--- src/hw/boc_cfg.svh ---
// Register map, field positions, reset values and counts for the bit-oriented code controller
// Behaviour
// - Generator and detector work only while the line runs in T1 mode.
// - Transmitted code is bits 0 to 5 of the transmit link buffer.
// - Setting send_code starts code insertion into the data-link bit at once.
// - Generator sends the eight-ones abort flag by itself.
// - Code messages repeat while send_code stays set, stop when cleared.
// - Bit 4 enables reception; receive buffer then holds the code.
// - While reception is enabled the six code bits preset to all ones.
// - Received code sits in bits 0 to 5; bits 6 and 7 unused.
// - Change of state on a filtered new code or on a nonvalid code; here a nonvalid code sets no event bit.
// - Filter 00 none, 01 three, 10 five, 11 seven equal patterns.
// - A 0-to-1 edge of bit 3 resets the receive code logic.
// - Status bit 0 sets when the detector moves to a valid code.
// - Status bit 1 sets when the receive buffer equals a match pattern.
// - Status bit 2 sets when the transmit link buffer empties.
// - Status bit 3 sets when the receive link buffer fills.
// - Status bit 4 sets on eight consecutive ones received.
// - Status bit 5 sets after 30 link bits without an abort.
// - Mask bit 1 enables, 0 masks the same-position status bit.
`ifndef BOC_CFG_SVH
`define BOC_CFG_SVH

`define OFS_LINK_EVENT_STATUS 8'h24
`define OFS_LINK_EVENT_MASK 8'h25
`define OFS_CODE_CONTROL 8'h37
`define OFS_RX_LINK_BUFFER 8'hC0
`define OFS_TX_LINK_BUFFER 8'hC1
`define OFS_MATCH_PATTERN_ONE 8'hC2
`define OFS_MATCH_PATTERN_TWO 8'hC3

`define CC_SEND_CODE 0
`define CC_FILTER_LO 1
`define CC_FILTER_HI 2
`define CC_RX_CODE_RESET 3
`define CC_RX_CODE_ENABLE 4

`define EV_CODE_CHANGE 0
`define EV_LINK_MATCH 1
`define EV_TX_EMPTY 2
`define EV_RX_FULL 3
`define EV_RX_ABORT 4
`define EV_CODE_CLEAR 5

`define RST_REG8 8'h00
`define RST_CTRL5 5'h00
`define RST_EV6 6'h00
`define CODE_PRESET 6'h3F

`define ABORT_ONES 8
`define CLEAR_BITS 30
`define GAP_BITS 17
`define FLAG_LAST 3'h7
`define CODE_LAST 3'h5
`define FILT_NONE 3'h1
`define FILT_THREE 3'h3
`define FILT_FIVE 3'h5
`define FILT_SEVEN 3'h7

`endif

--- src/hw/boc_pkg.sv ---
// Types shared by the bit-oriented code controller
package boc_pkg;

  typedef enum logic [4:0] {
    TX_IDLE = 5'h01,
    TX_FLAG = 5'h02,
    TX_LEAD = 5'h04,
    TX_CODE = 5'h08,
    TX_TAIL = 5'h10
  } tx_state_t;

endpackage

--- src/hw/t1_bit_oriented_code_ctrl.sv ---
// Bit-oriented code generator, detector and data-link event registers
`timescale 1ns/100ps
`include "boc_cfg.svh"
module t1_bit_oriented_code_ctrl (
  // Clock and reset
  input wire logic ref_clk,
  input wire logic rst,
  // Line mode
  input wire logic t1_mode,
  // Parallel register port
  input wire logic reg_cs,
  input wire logic reg_wr,
  input wire logic reg_rd,
  input wire logic [7:0] reg_addr,
  input wire logic [7:0] reg_wdata,
  output logic [7:0] reg_rdata_q,
  // Framer transmit data-link slot
  input wire logic tx_link_req,
  output logic tx_link_bit_q,
  // Framer receive data-link slot
  input wire logic rx_link_valid,
  input wire logic rx_link_bit,
  // Status to host
  output logic valid_code_status_q,
  output logic irq_q
);

  ////////////////////////////////////////////////////////////////////////////
  // Register port decode

  logic [4:0] ctrl_q;
  logic [5:0] mask_q;
  logic [5:0] ev_q;
  logic [7:0] tx_buf_q;
  logic [7:0] rx_buf_q;
  logic [7:0] match1_q;
  logic [7:0] match2_q;

  wire wr = reg_cs && reg_wr;
  wire rd = reg_cs && reg_rd;
  wire wr_ctrl = wr && (reg_addr == `OFS_CODE_CONTROL);
  wire wr_mask = wr && (reg_addr == `OFS_LINK_EVENT_MASK);
  wire wr_stat = wr && (reg_addr == `OFS_LINK_EVENT_STATUS);
  wire wr_txb = wr && (reg_addr == `OFS_TX_LINK_BUFFER);
  wire wr_m1 = wr && (reg_addr == `OFS_MATCH_PATTERN_ONE);
  wire wr_m2 = wr && (reg_addr == `OFS_MATCH_PATTERN_TWO);

  // Bits 5 to 7 are not stored, so a careless write cannot wake them
  wire [4:0] ctrl_d = wr_ctrl ? reg_wdata[4:0] : ctrl_q;
  wire send_code = ctrl_q[`CC_SEND_CODE];
  wire rx_code_enable = ctrl_q[`CC_RX_CODE_ENABLE];
  wire rx_active = rx_code_enable && t1_mode;
  wire send_active = send_code && t1_mode;
  wire rx_code_reset = wr_ctrl && reg_wdata[`CC_RX_CODE_RESET]
    && !ctrl_q[`CC_RX_CODE_RESET];
  wire enable_rise = ctrl_d[`CC_RX_CODE_ENABLE] && !rx_code_enable;
  wire rx_preset = rx_code_reset || enable_rise;

  wire [7:0] rx_view = rx_code_enable ? {2'h0, rx_buf_q[5:0]} : rx_buf_q;
  wire [7:0] rd_mux =
    (reg_addr == `OFS_LINK_EVENT_STATUS) ? {2'h0, ev_q} :
    (reg_addr == `OFS_LINK_EVENT_MASK) ? {2'h0, mask_q} :
    (reg_addr == `OFS_CODE_CONTROL) ? {3'h0, ctrl_q} :
    (reg_addr == `OFS_RX_LINK_BUFFER) ? rx_view :
    (reg_addr == `OFS_TX_LINK_BUFFER) ? tx_buf_q :
    (reg_addr == `OFS_MATCH_PATTERN_ONE) ? match1_q :
    (reg_addr == `OFS_MATCH_PATTERN_TWO) ? match2_q : `RST_REG8;

  always_ff @(posedge ref_clk or posedge rst)
  begin
    if (rst)
    begin
      ctrl_q <= `RST_CTRL5;
      mask_q <= `RST_EV6;
      tx_buf_q <= `RST_REG8;
      match1_q <= `RST_REG8;
      match2_q <= `RST_REG8;
      reg_rdata_q <= `RST_REG8;
    end
    else
    begin
      ctrl_q <= ctrl_d;
      if (wr_mask)
        mask_q <= reg_wdata[5:0];
      if (wr_txb)
        tx_buf_q <= reg_wdata;
      if (wr_m1)
        match1_q <= reg_wdata;
      if (wr_m2)
        match2_q <= reg_wdata;
      if (rd)
        reg_rdata_q <= rd_mux;
    end
  end

  ////////////////////////////////////////////////////////////////////////////
  // Transmit generator: eight ones, 0, six code bits LSB first, 0

  boc_pkg::tx_state_t tx_state_q;
  boc_pkg::tx_state_t tx_state_d;
  logic [2:0] tx_cnt_q;
  logic [2:0] tx_cnt_d;
  logic [5:0] code_q;
  logic tx_bit_d;
  logic tx_pending_q;

  wire flag_done = (tx_state_q == boc_pkg::TX_FLAG) && (tx_cnt_q == `FLAG_LAST);
  wire load_code = tx_link_req && flag_done && send_active;
  wire tx_empty = load_code && tx_pending_q;

  always_comb
  begin
    tx_state_d = tx_state_q;
    tx_cnt_d = tx_cnt_q;
    if (!send_active && tx_state_q != boc_pkg::TX_CODE && tx_state_q != boc_pkg::TX_TAIL)
      tx_state_d = boc_pkg::TX_IDLE;
    if (!t1_mode)
      tx_state_d = boc_pkg::TX_IDLE;
    else if (tx_link_req)
    begin
      case (tx_state_q)
        boc_pkg::TX_IDLE:
        begin
          if (send_active)
          begin
            tx_state_d = boc_pkg::TX_FLAG;
            tx_cnt_d = 3'h0;
          end
        end
        boc_pkg::TX_FLAG:
        begin
          if (!send_active)
            tx_state_d = boc_pkg::TX_IDLE;
          else if (flag_done)
            tx_state_d = boc_pkg::TX_LEAD;
          else
            tx_cnt_d = tx_cnt_q + 3'h1;
        end
        boc_pkg::TX_LEAD:
        begin
          tx_state_d = boc_pkg::TX_CODE;
          tx_cnt_d = 3'h0;
        end
        boc_pkg::TX_CODE:
        begin
          if (tx_cnt_q == `CODE_LAST)
            tx_state_d = boc_pkg::TX_TAIL;
          else
            tx_cnt_d = tx_cnt_q + 3'h1;
        end
        boc_pkg::TX_TAIL:
        begin
          tx_state_d = send_active ? boc_pkg::TX_FLAG : boc_pkg::TX_IDLE;
          tx_cnt_d = 3'h0;
        end
        default:
          tx_state_d = boc_pkg::TX_IDLE;
      endcase
    end
  end

  // Bit presented for the next slot follows the next state
  always_comb
  begin
    case (tx_state_d)
      boc_pkg::TX_LEAD: tx_bit_d = 1'b0;
      boc_pkg::TX_TAIL: tx_bit_d = 1'b0;
      boc_pkg::TX_CODE: tx_bit_d = code_q[tx_cnt_d];
      default: tx_bit_d = 1'b1;
    endcase
  end

  always_ff @(posedge ref_clk or posedge rst)
  begin
    if (rst)
    begin
      tx_state_q <= boc_pkg::TX_IDLE;
      tx_cnt_q <= 3'h0;
      code_q <= 6'h00;
      tx_link_bit_q <= 1'b1;
      tx_pending_q <= 1'b0;
    end
    else
    begin
      tx_state_q <= tx_state_d;
      tx_cnt_q <= tx_cnt_d;
      tx_link_bit_q <= tx_bit_d;
      if (load_code)
        code_q <= tx_buf_q[5:0];
      tx_pending_q <= wr_txb || (tx_pending_q && !load_code);
    end
  end

  ////////////////////////////////////////////////////////////////////////////
  // Receive detector

  logic [15:0] win_q;
  logic [5:0] cand_q;
  logic [2:0] rep_q;
  logic [2:0] byte_cnt_q;
  logic [2:0] need;

  wire [15:0] win_d = {win_q[14:0], rx_link_bit};
  wire rx_bit = rx_link_valid && t1_mode;
  wire pat_hit = rx_bit && rx_active && (win_d[15:8] == 8'hFF) && !win_d[7] && !win_d[0];
  wire [5:0] rx_code = {win_d[1], win_d[2], win_d[3], win_d[4], win_d[5], win_d[6]};
  wire [2:0] rep_next = (rx_code == cand_q && rep_q != 3'h7) ? rep_q + 3'h1 :
    (rx_code == cand_q) ? rep_q : 3'h1;

  always_comb
  begin
    case (ctrl_q[`CC_FILTER_HI:`CC_FILTER_LO])
      2'h1: need = `FILT_THREE;
      2'h2: need = `FILT_FIVE;
      2'h3: need = `FILT_SEVEN;
      default: need = `FILT_NONE;
    endcase
  end

  logic gap_hit;
  logic abort_hit;
  logic clear_hit;

  run_counter #(.WIDTH(5), .LIMIT(`GAP_BITS)) gap_run (
    .ref_clk(ref_clk),
    .rst(rst),
    .clr(pat_hit || rx_preset),
    .inc(rx_bit && rx_active),
    .hit(gap_hit)
  );

  run_counter #(.WIDTH(4), .LIMIT(`ABORT_ONES)) ones_run (
    .ref_clk(ref_clk),
    .rst(rst),
    .clr(rx_bit && !rx_link_bit),
    .inc(rx_bit && rx_link_bit),
    .hit(abort_hit)
  );

  // Rearmed only by an abort, so at most one clear event follows each abort
  run_counter #(.WIDTH(5), .LIMIT(`CLEAR_BITS)) clear_run (
    .ref_clk(ref_clk),
    .rst(rst),
    .clr(abort_hit),
    .inc(rx_bit),
    .hit(clear_hit)
  );

  wire qualify = pat_hit && (rep_next == need)
    && (!valid_code_status_q || rx_code != rx_buf_q[5:0]);
  wire lost = gap_hit && valid_code_status_q;
  wire byte_done = rx_bit && !rx_code_enable && (byte_cnt_q == 3'h7);
  wire [7:0] rx_load = rx_code_enable ? {2'h0, rx_code} : win_d[7:0];
  wire rx_fill = qualify || byte_done;
  wire rx_match = rx_fill && (rx_load == match1_q || rx_load == match2_q);

  always_ff @(posedge ref_clk or posedge rst)
  begin
    if (rst)
    begin
      win_q <= 16'h0000;
      cand_q <= 6'h00;
      rep_q <= 3'h0;
      byte_cnt_q <= 3'h0;
      rx_buf_q <= `RST_REG8;
      valid_code_status_q <= 1'b0;
    end
    else
    begin
      if (rx_bit)
      begin
        win_q <= win_d;
        byte_cnt_q <= byte_cnt_q + 3'h1;
      end
      if (rx_preset)
      begin
        rep_q <= 3'h0;
        rx_buf_q <= {2'h0, `CODE_PRESET};
        valid_code_status_q <= 1'b0;
      end
      else
      begin
        if (pat_hit)
        begin
          cand_q <= rx_code;
          rep_q <= rep_next;
        end
        else if (gap_hit)
          rep_q <= 3'h0;
        if (rx_fill)
          rx_buf_q <= rx_load;
        if (qualify)
          valid_code_status_q <= 1'b1;
        else if (lost)
        begin
          valid_code_status_q <= 1'b0;
          rx_buf_q <= {2'h0, `CODE_PRESET};
        end
      end
    end
  end

  ////////////////////////////////////////////////////////////////////////////
  // Event status and interrupt

  wire [5:0] ev_set = {clear_hit, abort_hit, rx_fill, tx_empty, rx_match, qualify};
  wire [5:0] ev_clr = wr_stat ? reg_wdata[5:0] : 6'h00;
  // A new event in the clearing cycle survives
  wire [5:0] ev_d = ev_set | (ev_q & ~ev_clr);

  always_ff @(posedge ref_clk or posedge rst)
  begin
    if (rst)
    begin
      ev_q <= `RST_EV6;
      irq_q <= 1'b0;
    end
    else
    begin
      ev_q <= ev_d;
      irq_q <= |(ev_q & mask_q);
    end
  end
endmodule

--- src/hw/run_counter.sv ---
// Saturating run counter that pulses once when a run reaches its limit
`timescale 1ns/100ps
module run_counter #(
  parameter int WIDTH = 5,
  parameter int LIMIT = 30
) (
  // Clock and reset
  input wire logic ref_clk,
  input wire logic rst,
  // Control
  input wire logic clr,
  input wire logic inc,
  // Result
  output logic hit
);

  // Refuse a limit that the counter cannot reach
  if (LIMIT < 1 || LIMIT >= (1 << WIDTH))
  begin : g_limit_check
    $error("run_counter: LIMIT does not fit WIDTH");
  end

  logic [WIDTH-1:0] cnt_q;
  wire at_top = (cnt_q == WIDTH'(LIMIT));

  // Saturation keeps the pulse single until the run is broken
  assign hit = inc && !clr && (cnt_q == WIDTH'(LIMIT - 1));

  always_ff @(posedge ref_clk or posedge rst)
  begin
    if (rst)
      cnt_q <= '0;
    else if (clr)
      cnt_q <= '0;
    else if (inc && !at_top)
      cnt_q <= cnt_q + WIDTH'(1);
  end

endmodule

--- config.mk ---
export PLATFORM = sky130hd
export DESIGN_NAME = t1_bit_oriented_code_ctrl
export DESIGN_NICKNAME = d
export VERILOG_FILES = /design/src/hw/boc_pkg.sv /design/src/hw/t1_bit_oriented_code_ctrl.sv /design/src/hw/run_counter.sv
export VERILOG_INCLUDE_DIRS = /design/src /design/src/hw
export SDC_FILE = /design/constraint.sdc
export NUM_CORES = 1
export LEC_CHECK = 0
export ABC_CLOCK_PERIOD_IN_PS = 4019
export BUFFER_PORTS_ARGS = -buffer_cell sky130_fd_sc_hd__buf_2
export CORE_ASPECT_RATIO = 0.6
export CORE_MARGIN = 1.5
export CORE_UTILIZATION = 54
export CTS_BUF_LIST = sky130_fd_sc_hd__clkbuf_8
export CTS_CLUSTER_DIAMETER = 100
export DETAILED_ROUTE_END_ITERATION = 16
export GPL_ROUTABILITY_DRIVEN = 0
export GPL_TIMING_DRIVEN = 0
export MAX_ROUTING_LAYER = met4
export PLACE_DENSITY = 0.72
export SLEW_MARGIN = 25
export SYNTH_ARGS = -nofsm -noshare
export SYNTH_HDL_FRONTEND = slang
export SYNTH_HIERARCHICAL = 1
export SYNTH_SLANG_ARGS = --single-unit
--- constraint.sdc ---
create_clock -name ref_clk -period 4.02 [get_ports ref_clk]
set_input_delay 0.402 -clock ref_clk [delete_from_list [all_inputs] [get_ports ref_clk]]
set_output_delay 0.402 -clock ref_clk [all_outputs]
set_load 0.01 [all_outputs]
Yosys cells after proc, flatten, opt, wreduce, memory -nomap -nowiden:

Cells that the tools add are included.

* bits in registers: 116
* output and inout port bits: 11
* bits of input ports: 25
* word-level logic and storage cells: 191

* reduce and logical (&&, ||, !) cells: 71
* mux-type cells: 49
* magnitude comparators: 1
* equal/unequal tests: 36
* bitwise operators: 5
* add/sub/neg operators: 6

Operators by type and width (count)
* 2-to-1 mux 8 bit: 13
* 2-to-1 mux 5 bit: 12
* logical AND 1 bit: 43
* == test 8 bit, second input constant: 5
* 2-to-1 mux 3 bit: 11
* == test 5 bit, second input constant: 6
* case mux 5 bit (5 select lines): 1
* == test 8 x 6 -> 1 bit, second input constant: 3
* == test 8 bit: 2
* logical NOT 1 bit: 13
* AND 6 bit: 2
* case mux 3 bit (4 select lines): 1
* adder 5 x 1 -> 5 bit, second input constant: 2
* == test 5 x 3 -> 1 bit, second input constant: 2
* == test 5 x 4 -> 1 bit, second input constant: 2
* adder 3 x 1 -> 3 bit, second input constant: 3
* == test 3 bit, second input constant: 3
* case mux 3 bit (3 select lines): 1
* 2-to-1 mux 4 bit: 2
* == test 6 bit: 1
* logical OR 1 bit: 6
* 2-to-1 mux 6 bit: 1
* != test 6 bit: 1
* inverter 6 bit: 1
* 23 further kinds: 31

Longest topological paths before layout:

* depth in word-level cells: 13
* mapped depth: 12

Hierarchy:

The synthesis kept the hierarchy.

Modules (own cells, without submodules)
* t1_bit_oriented_code_ctrl: area an instance 5625.4 um^2, times used 1, cells each 506, sequential area each 2555.0 um^2
* run_counter at gap_run: area an instance 319.1 um^2, times used 1, cells each 31, sequential area each 125.1 um^2
* run_counter at clear_run: area an instance 312.8 um^2, times used 1, cells each 33, sequential area each 125.1 um^2
* run_counter at ones_run: area an instance 241.5 um^2, times used 1, cells each 25, sequential area each 100.1 um^2

Worst setup path before layout:

No wires, ideal clock.

* path kind: input-to-reg
* start: input t1_mode
* end: register ev_q[5]
* path slack: 1.348 ns
* data arrival time: 2.554 ns
* cell stages on the path: 8
* required time: 3.902 ns
* path buffers: 3
* cell sequence: buf_4 nand2_1 clkbuf_1 clkbuf_1 nor2_1 nor4b_1 nor3b_1 a21o_1

* cells in the longest elaborated chain, start to end: 9

Ends and longest elaborated chain
* from (decl): line t1_bit_oriented_code_ctrl.sv:9 `input wire logic t1_mode,`
* logical AND 1 bit (*): line t1_bit_oriented_code_ctrl.sv:204 `wire rx_bit = rx_link_valid && t1_mode;`
* logical AND 1 bit: line t1_bit_oriented_code_ctrl.sv:235 `.clr(rx_bit && !rx_link_bit),`
* logical NOT 1 bit: line run_counter.sv:27 `assign hit = inc && !clr && (cnt_q == WIDTH'(LIMIT - 1));`
* logical AND 1 bit (*) (2 in series): line run_counter.sv:27
* net abort_hit: line t1_bit_oriented_code_ctrl.sv:221 `logic abort_hit;`
* logical NOT 1 bit (*): line run_counter.sv:27
* logical AND 1 bit (*) (2 in series): line run_counter.sv:27
* net clear_hit: line t1_bit_oriented_code_ctrl.sv:222 `logic clear_hit;`
* OR 6 bit (*): line t1_bit_oriented_code_ctrl.sv:309 `wire [5:0] ev_d = ev_set | (ev_q & ~ev_clr);`
* net ev_d[5]: line t1_bit_oriented_code_ctrl.sv:309
* to (signal assigned): line t1_bit_oriented_code_ctrl.sv:315 `` ev_q <= `RST_EV6; ``
* to (signal assigned): line t1_bit_oriented_code_ctrl.sv:320 `ev_q <= ev_d;`
* to (decl): line t1_bit_oriented_code_ctrl.sv:33 `logic [5:0] ev_q;`

The timed path passes the listed nets; every way through them passes the cells marked *.
A chain may end at the register's enable or synchronous reset.

Final worst setup path:

* start: register ctrl_q[4]
* end: register rx_buf_q[7]

* cells in the longest elaborated chain, start to end: 13

Ends and longest elaborated chain
* from (decl): line t1_bit_oriented_code_ctrl.sv:31 `logic [4:0] ctrl_q;`
* from (signal assigned): line t1_bit_oriented_code_ctrl.sv:73 `` ctrl_q <= `RST_CTRL5; ``
* from (signal assigned): line t1_bit_oriented_code_ctrl.sv:82 `ctrl_q <= ctrl_d;`
* logical AND 1 bit: line t1_bit_oriented_code_ctrl.sv:52 `wire rx_active = rx_code_enable && t1_mode;`
* logical AND 1 bit: line t1_bit_oriented_code_ctrl.sv:205, t1_bit_oriented_code_ctrl.sv:228
* logical AND 1 bit (3 in series): line t1_bit_oriented_code_ctrl.sv:205 `wire pat_hit = rx_bit && rx_active && (win_d[15:8] == 8'hFF) && !win_d[7] && !win_d[0];`
* logical OR 1 bit: line t1_bit_oriented_code_ctrl.sv:227 `.clr(pat_hit || rx_preset),`
* logical NOT 1 bit: line run_counter.sv:27
* logical AND 1 bit (*) (2 in series): line run_counter.sv:27
* net gap_hit: line t1_bit_oriented_code_ctrl.sv:220 `logic gap_hit;`
* logical AND 1 bit (*): line t1_bit_oriented_code_ctrl.sv:251 `wire lost = gap_hit && valid_code_status_q;`
* 2-to-1 mux 8 bit (*): line t1_bit_oriented_code_ctrl.sv:294 `else if (lost)`
* 2-to-1 mux 8 bit (*): line t1_bit_oriented_code_ctrl.sv:292 `if (qualify)`
* 2-to-1 mux 8 bit (*): line t1_bit_oriented_code_ctrl.sv:275 `if (rx_preset)`
* to (signal assigned): line t1_bit_oriented_code_ctrl.sv:278 `` rx_buf_q <= {2'h0, `CODE_PRESET}; ``
* to (signal assigned): line t1_bit_oriented_code_ctrl.sv:291 `rx_buf_q <= rx_load;`
* to (signal assigned): line t1_bit_oriented_code_ctrl.sv:297 `` rx_buf_q <= {2'h0, `CODE_PRESET}; ``
* to (decl): line t1_bit_oriented_code_ctrl.sv:35 `logic [7:0] rx_buf_q;`

Marked as above.

==> summary.md <==
| Metric | Value |
|---|---|
| Result of the run | complete, no violations |
| Post-cts repair resize count | 0 |
| Leading cell types by total area after synthesis | sky130_fd_sc_hd__dfrtp_1, sky130_fd_sc_hd__mux2_2, sky130_fd_sc_hd__ha_1 |
| Classification of the worst setup path | reg -> reg |
| Number of global-route vias before repair | 4,807 |
| Final count of hold timing violations | 0 |
| Num ports | 36 |
| Via count of the routed design | 5,073 |
| Post-CTS Setup Inserts | 0 |
| Portion of the clock cycle consumed by the worst path in the final layout | 73.8% |
| Area taken by multi-input logic gates | 3380 µm² |
| Clock tree skew after final layout | 0.0132 ns |
| Count of maximum capacitance violations | 0 |
| Number of enable-type register cells in the synthesized netlist | 0 |
| Crit-path leading delay family | buffers and inverters |
| Mean number of vias per cell | 6.16 |
| Total power divided by cell area | 471 nW/µm² |
| Die footprint | 12,700 µm² |
| GRT Total Usage | 28.6% |
| Number of DRC markers in iteration 0 | 417 |
| H-tree lvl count | 4 |
| CORE AREA | 11,500 µm² |
| Async set-or-reset flop fraction in the synthesized netlist | 100% |
| Ratio of cells with drive above 1 in the final layout | 26.4% |
| Number of cell instances on the worst register-to-register path | 7 |
| Fin Hold WS | 0.226 ns |
| Effective utilization at floorplan | 56.4% |
| Unrepaired setup endpoints after global routing | no |
| Largest fanout of any net on the critical path | 10 |
| Worst Setup End Kind | flip-flop |
| Root buf cell | sky130_fd_sc_hd__clkbuf_8 |
| Hold WC Path Type | in -> reg |
| Most frequent CP cell | sky130_fd_sc_hd__clkbuf_1 |
| Post-Route WL | 16,500 µm |
| Clock slew seen by the registers of the worst setup and hold paths | 0.08 ns |
| Syn avg cell area | 10.9 µm² |
| Synth cell count leaders | sky130_fd_sc_hd__dfrtp_1, sky130_fd_sc_hd__mux2_2, sky130_fd_sc_hd__nand2_1 |
| Sink of the worst hold path | tx_buf_q[6]$_DFFE_PP0P_ |
| Transition at the pin with the smallest max-transition slack | 0.824 ns |
| Commonest register cell after synthesis | sky130_fd_sc_hd__dfrtp_1 |
| Critical path launch point type | flip-flop |
| Source of the worst hold timing path | reg_wdata[6] |
| Crit path buffers/inverters | 2 |
| Port bufs | 33 |
| Slack of the worst reg-to-reg path | 1.05 ns |
| Register bit count reported by yosys | 116 |
| Area taken by flip-flops and latches | 2910 µm² |
| Library cell occupying the most area in the post-synthesis netlist | sky130_fd_sc_hd__dfrtp_1 |
| Insertion delay of the later-clocked pin in the worst-skew pair | 0.44 ns |
| CTS tree | done |
| Ys Warns | 6 |
| HPWL Detailed | 12,400 µm |
| Capture instance of the worst register-to-register path | rx_buf_q[7]$_DFF_PP0_ |
| Final standard cell area without fillers | 7400 µm² |
| Antenna violations before repair | 0 |
| Maximum number of pins on one net before global-route repair | 72 |
| Filler Cell Count | 919 |
| Number of distinct standard cells referenced by the synthesized netlist | 82 |
| Slew margin rel. | 44.9% |
| Post-place instance area | 6910 µm² |
| Inserted Diodes | 0 |
| Remaining design rule violation count | 0 |
| Slowest-stage cell, CP | sky130_fd_sc_hd__clkbuf_1 |
| Sequential area share after synthesis | 44.7% |
| Peak clock frequency supported by timing | 337 MHz |
| Total clock buffers created by CTS | 17 |
| Max-slew violations | 0 |
| Number of instances in the synthesized netlist | 595 |
| First drt pass iteration count | 6 |
| ANT nets after route | 0 |
| Area share of the leading cell type in the synthesized netlist | 43.9% |
| Global-route wire length before repair | 25,800 µm |
| Average detailed-routed wire length per instance | 20.1 µm |
| Slowest stage delay, CP | 0.55 ns |
| Final worst path period need | 2.97 ns |
| Highest ir drop seen on vdd | 293 µV |
| Worst r2r src | ctrl_q[4]$_DFF_PP0_ |
| Remaining global-route overflow | 0 |
| Cell depth of the worst hold path | 2 |
| Height of the die | 88.0 µm |
| Ordered cell list for the critical path | clkbuf_1, clkbuf_1, and3_1, and4b_2, a21o_1, a21oi_2, a2bb2o_1 |
| Die width | 145 µm |
| Layout overhead on the synthesized area | 13.8% |
| Arr. time, crit path | 3.29 ns |
| Syn nets | 635 |
| Cell Rows | 30 |
| Leak pwr | 3.40 nW |
| Number of setup violations in the final report | 0 |
| Clk buf depth | 2 |
| Critical Path RT | 4.34 ns |
| Post-synthesis cell area | 6500 µm² |
| Num Clock Sinks | 116 |
| Most frequent cell after synthesis | sky130_fd_sc_hd__dfrtp_1 |
| Post-layout nets | 690 |
## worst max path at each step
stage | from | end | slack (ns) | cells past startpoint
4_1_cts | ctrl_q[4]$_DFF_PP0_ | rx_buf_q[7]$_DFF_PP0_ | 1.15 | 7
3_5_place_dp | reg_addr[3] | rx_buf_q[7]$_DFF_PP0_ | 0.87 | 11
2_1_floorplan | rst | byte_cnt_q[0]$_DFFE_PP0P_ | 0.95 | 1
5_1_grt | win_q[5]$_DFFE_PP0P_ | rx_buf_q[0]$_DFF_PP0_ | 0.94 | 8
3_3_place_gp | rst | tx_state_q[2]$_DFF_PP0_ | -0.23 | 2
6_report | ctrl_q[4]$_DFF_PP0_ | rx_buf_q[7]$_DFF_PP0_ | 1.05 | 7
## power breakdown
part	total, mW	internal [mW]	switching, mW
Sequential	1.50	1.34	0.164
Clock	1.32	0.784	0.537
Combinational	0.664	0.312	0.352
Total	3.48	2.43	1.05
## registers in the layout, indices dropped and copies added, names as in the netlist
signal               count
tx_state_q               5
tx_pending_q             1
match1_q                 8
ev_q                     6
irq_q                    1
rx_buf_q                 8
code_q                   6
tx_link_bit_q            1
rep_q                    3
tx_cnt_q                 3
gap_run/cnt_q            5
cand_q                   6
ones_run/cnt_q           4
win_q                   15
byte_cnt_q               3
mask_q                   6
clear_run/cnt_q          5
match2_q                 8
tx_buf_q                 8
ctrl_q                   5
reg_rdata_q              8
valid_code_status_q      1
## cell usage in the layout (no fill, tap or decap), types with 4 or more instances in the layout
master                        n
sky130_fd_sc_hd__a222oi_1     4
sky130_fd_sc_hd__inv_6        6
sky130_fd_sc_hd__nand4_1     10
sky130_fd_sc_hd__buf_2       39
sky130_fd_sc_hd__and2_1       4
sky130_fd_sc_hd__mux2_1       4
sky130_fd_sc_hd__a211oi_1     4
sky130_fd_sc_hd__clkbuf_1    17
sky130_fd_sc_hd__nor2b_1     11
sky130_fd_sc_hd__and3_1       5
sky130_fd_sc_hd__or3_1        6
sky130_fd_sc_hd__a21oi_1     19
sky130_fd_sc_hd__o22ai_1      5
sky130_fd_sc_hd__a2bb2oi_1    7
sky130_fd_sc_hd__clkbuf_8    19
sky130_fd_sc_hd__nor4bb_1     7
sky130_fd_sc_hd__xnor2_1      8
sky130_fd_sc_hd__mux2i_1      9
sky130_fd_sc_hd__nor2_1      32
sky130_fd_sc_hd__nand2_1     44
sky130_fd_sc_hd__nor3_1      10
sky130_fd_sc_hd__a31oi_1      4
sky130_fd_sc_hd__nand3_1     12
sky130_fd_sc_hd__a21o_1       6
sky130_fd_sc_hd__xor2_1      21
sky130_fd_sc_hd__mux4_2       6
sky130_fd_sc_hd__a22oi_1      4
sky130_fd_sc_hd__inv_1       23
sky130_fd_sc_hd__o21ai_0     30
sky130_fd_sc_hd__dfrtp_1    114
sky130_fd_sc_hd__bufinv_16    5
sky130_fd_sc_hd__ha_1        15
sky130_fd_sc_hd__mux2_2      62
sky130_fd_sc_hd__nand2b_1    10
## kinds of logic after synthesis
| group | synth area share (%) |
|---|---|
| compound gates | 13.2 |
| xor+xnor | 3.91 |
| fa+ha+maj | 2.89 |
| buf+inv | 3.33 |
| flops | 44.7 |
| mux | 15.6 |
| simple gates | 16.3 |
## repair_timing
| action | CTS | global route |
|---|---|---|
| endpoints found under the hold margin | 45 | 0 |
| hold buffers | 1 | 0 |
| setup endpoints to repair | 0 | 0 |
## per-layer routing
metal,up-vias,part of all wire [%],global-route usage (%)
met5,-,0,-
li1,2299,-,-
met4,0,0.95,6.43
met1,2537,48,42.5
met2,216,41,39.0
met3,21,9.6,7.22
## layout make-up
class,instances,area share (%)
Multi-Input combinational cell,428,45.7
Sequential cell,116,39.3
Clock buffer,19,3.53
Clock inverter,13,2.96
Timing Repair Buffer,36,2.81
Tap cell,160,2.71
Buffer,27,1.71
Inverter,24,1.29
## through the flow
stage                     setup TNS, ns  total power [mW]  worst slack, ns  cells  utilization, %
after floorplan                       0              1.97            0.946    595               -
after global placement           -21.71              2.13           -0.227    788            59.6
after detailed placement              0              2.18            0.866    790            59.9
after CTS                             0              3.49             1.15    823            64.2
after global routing                  0              3.64            0.935    823            64.2
final                                 0              3.48             1.05    823            64.2
Note: power is estimated with default switching activity, not from simulation.
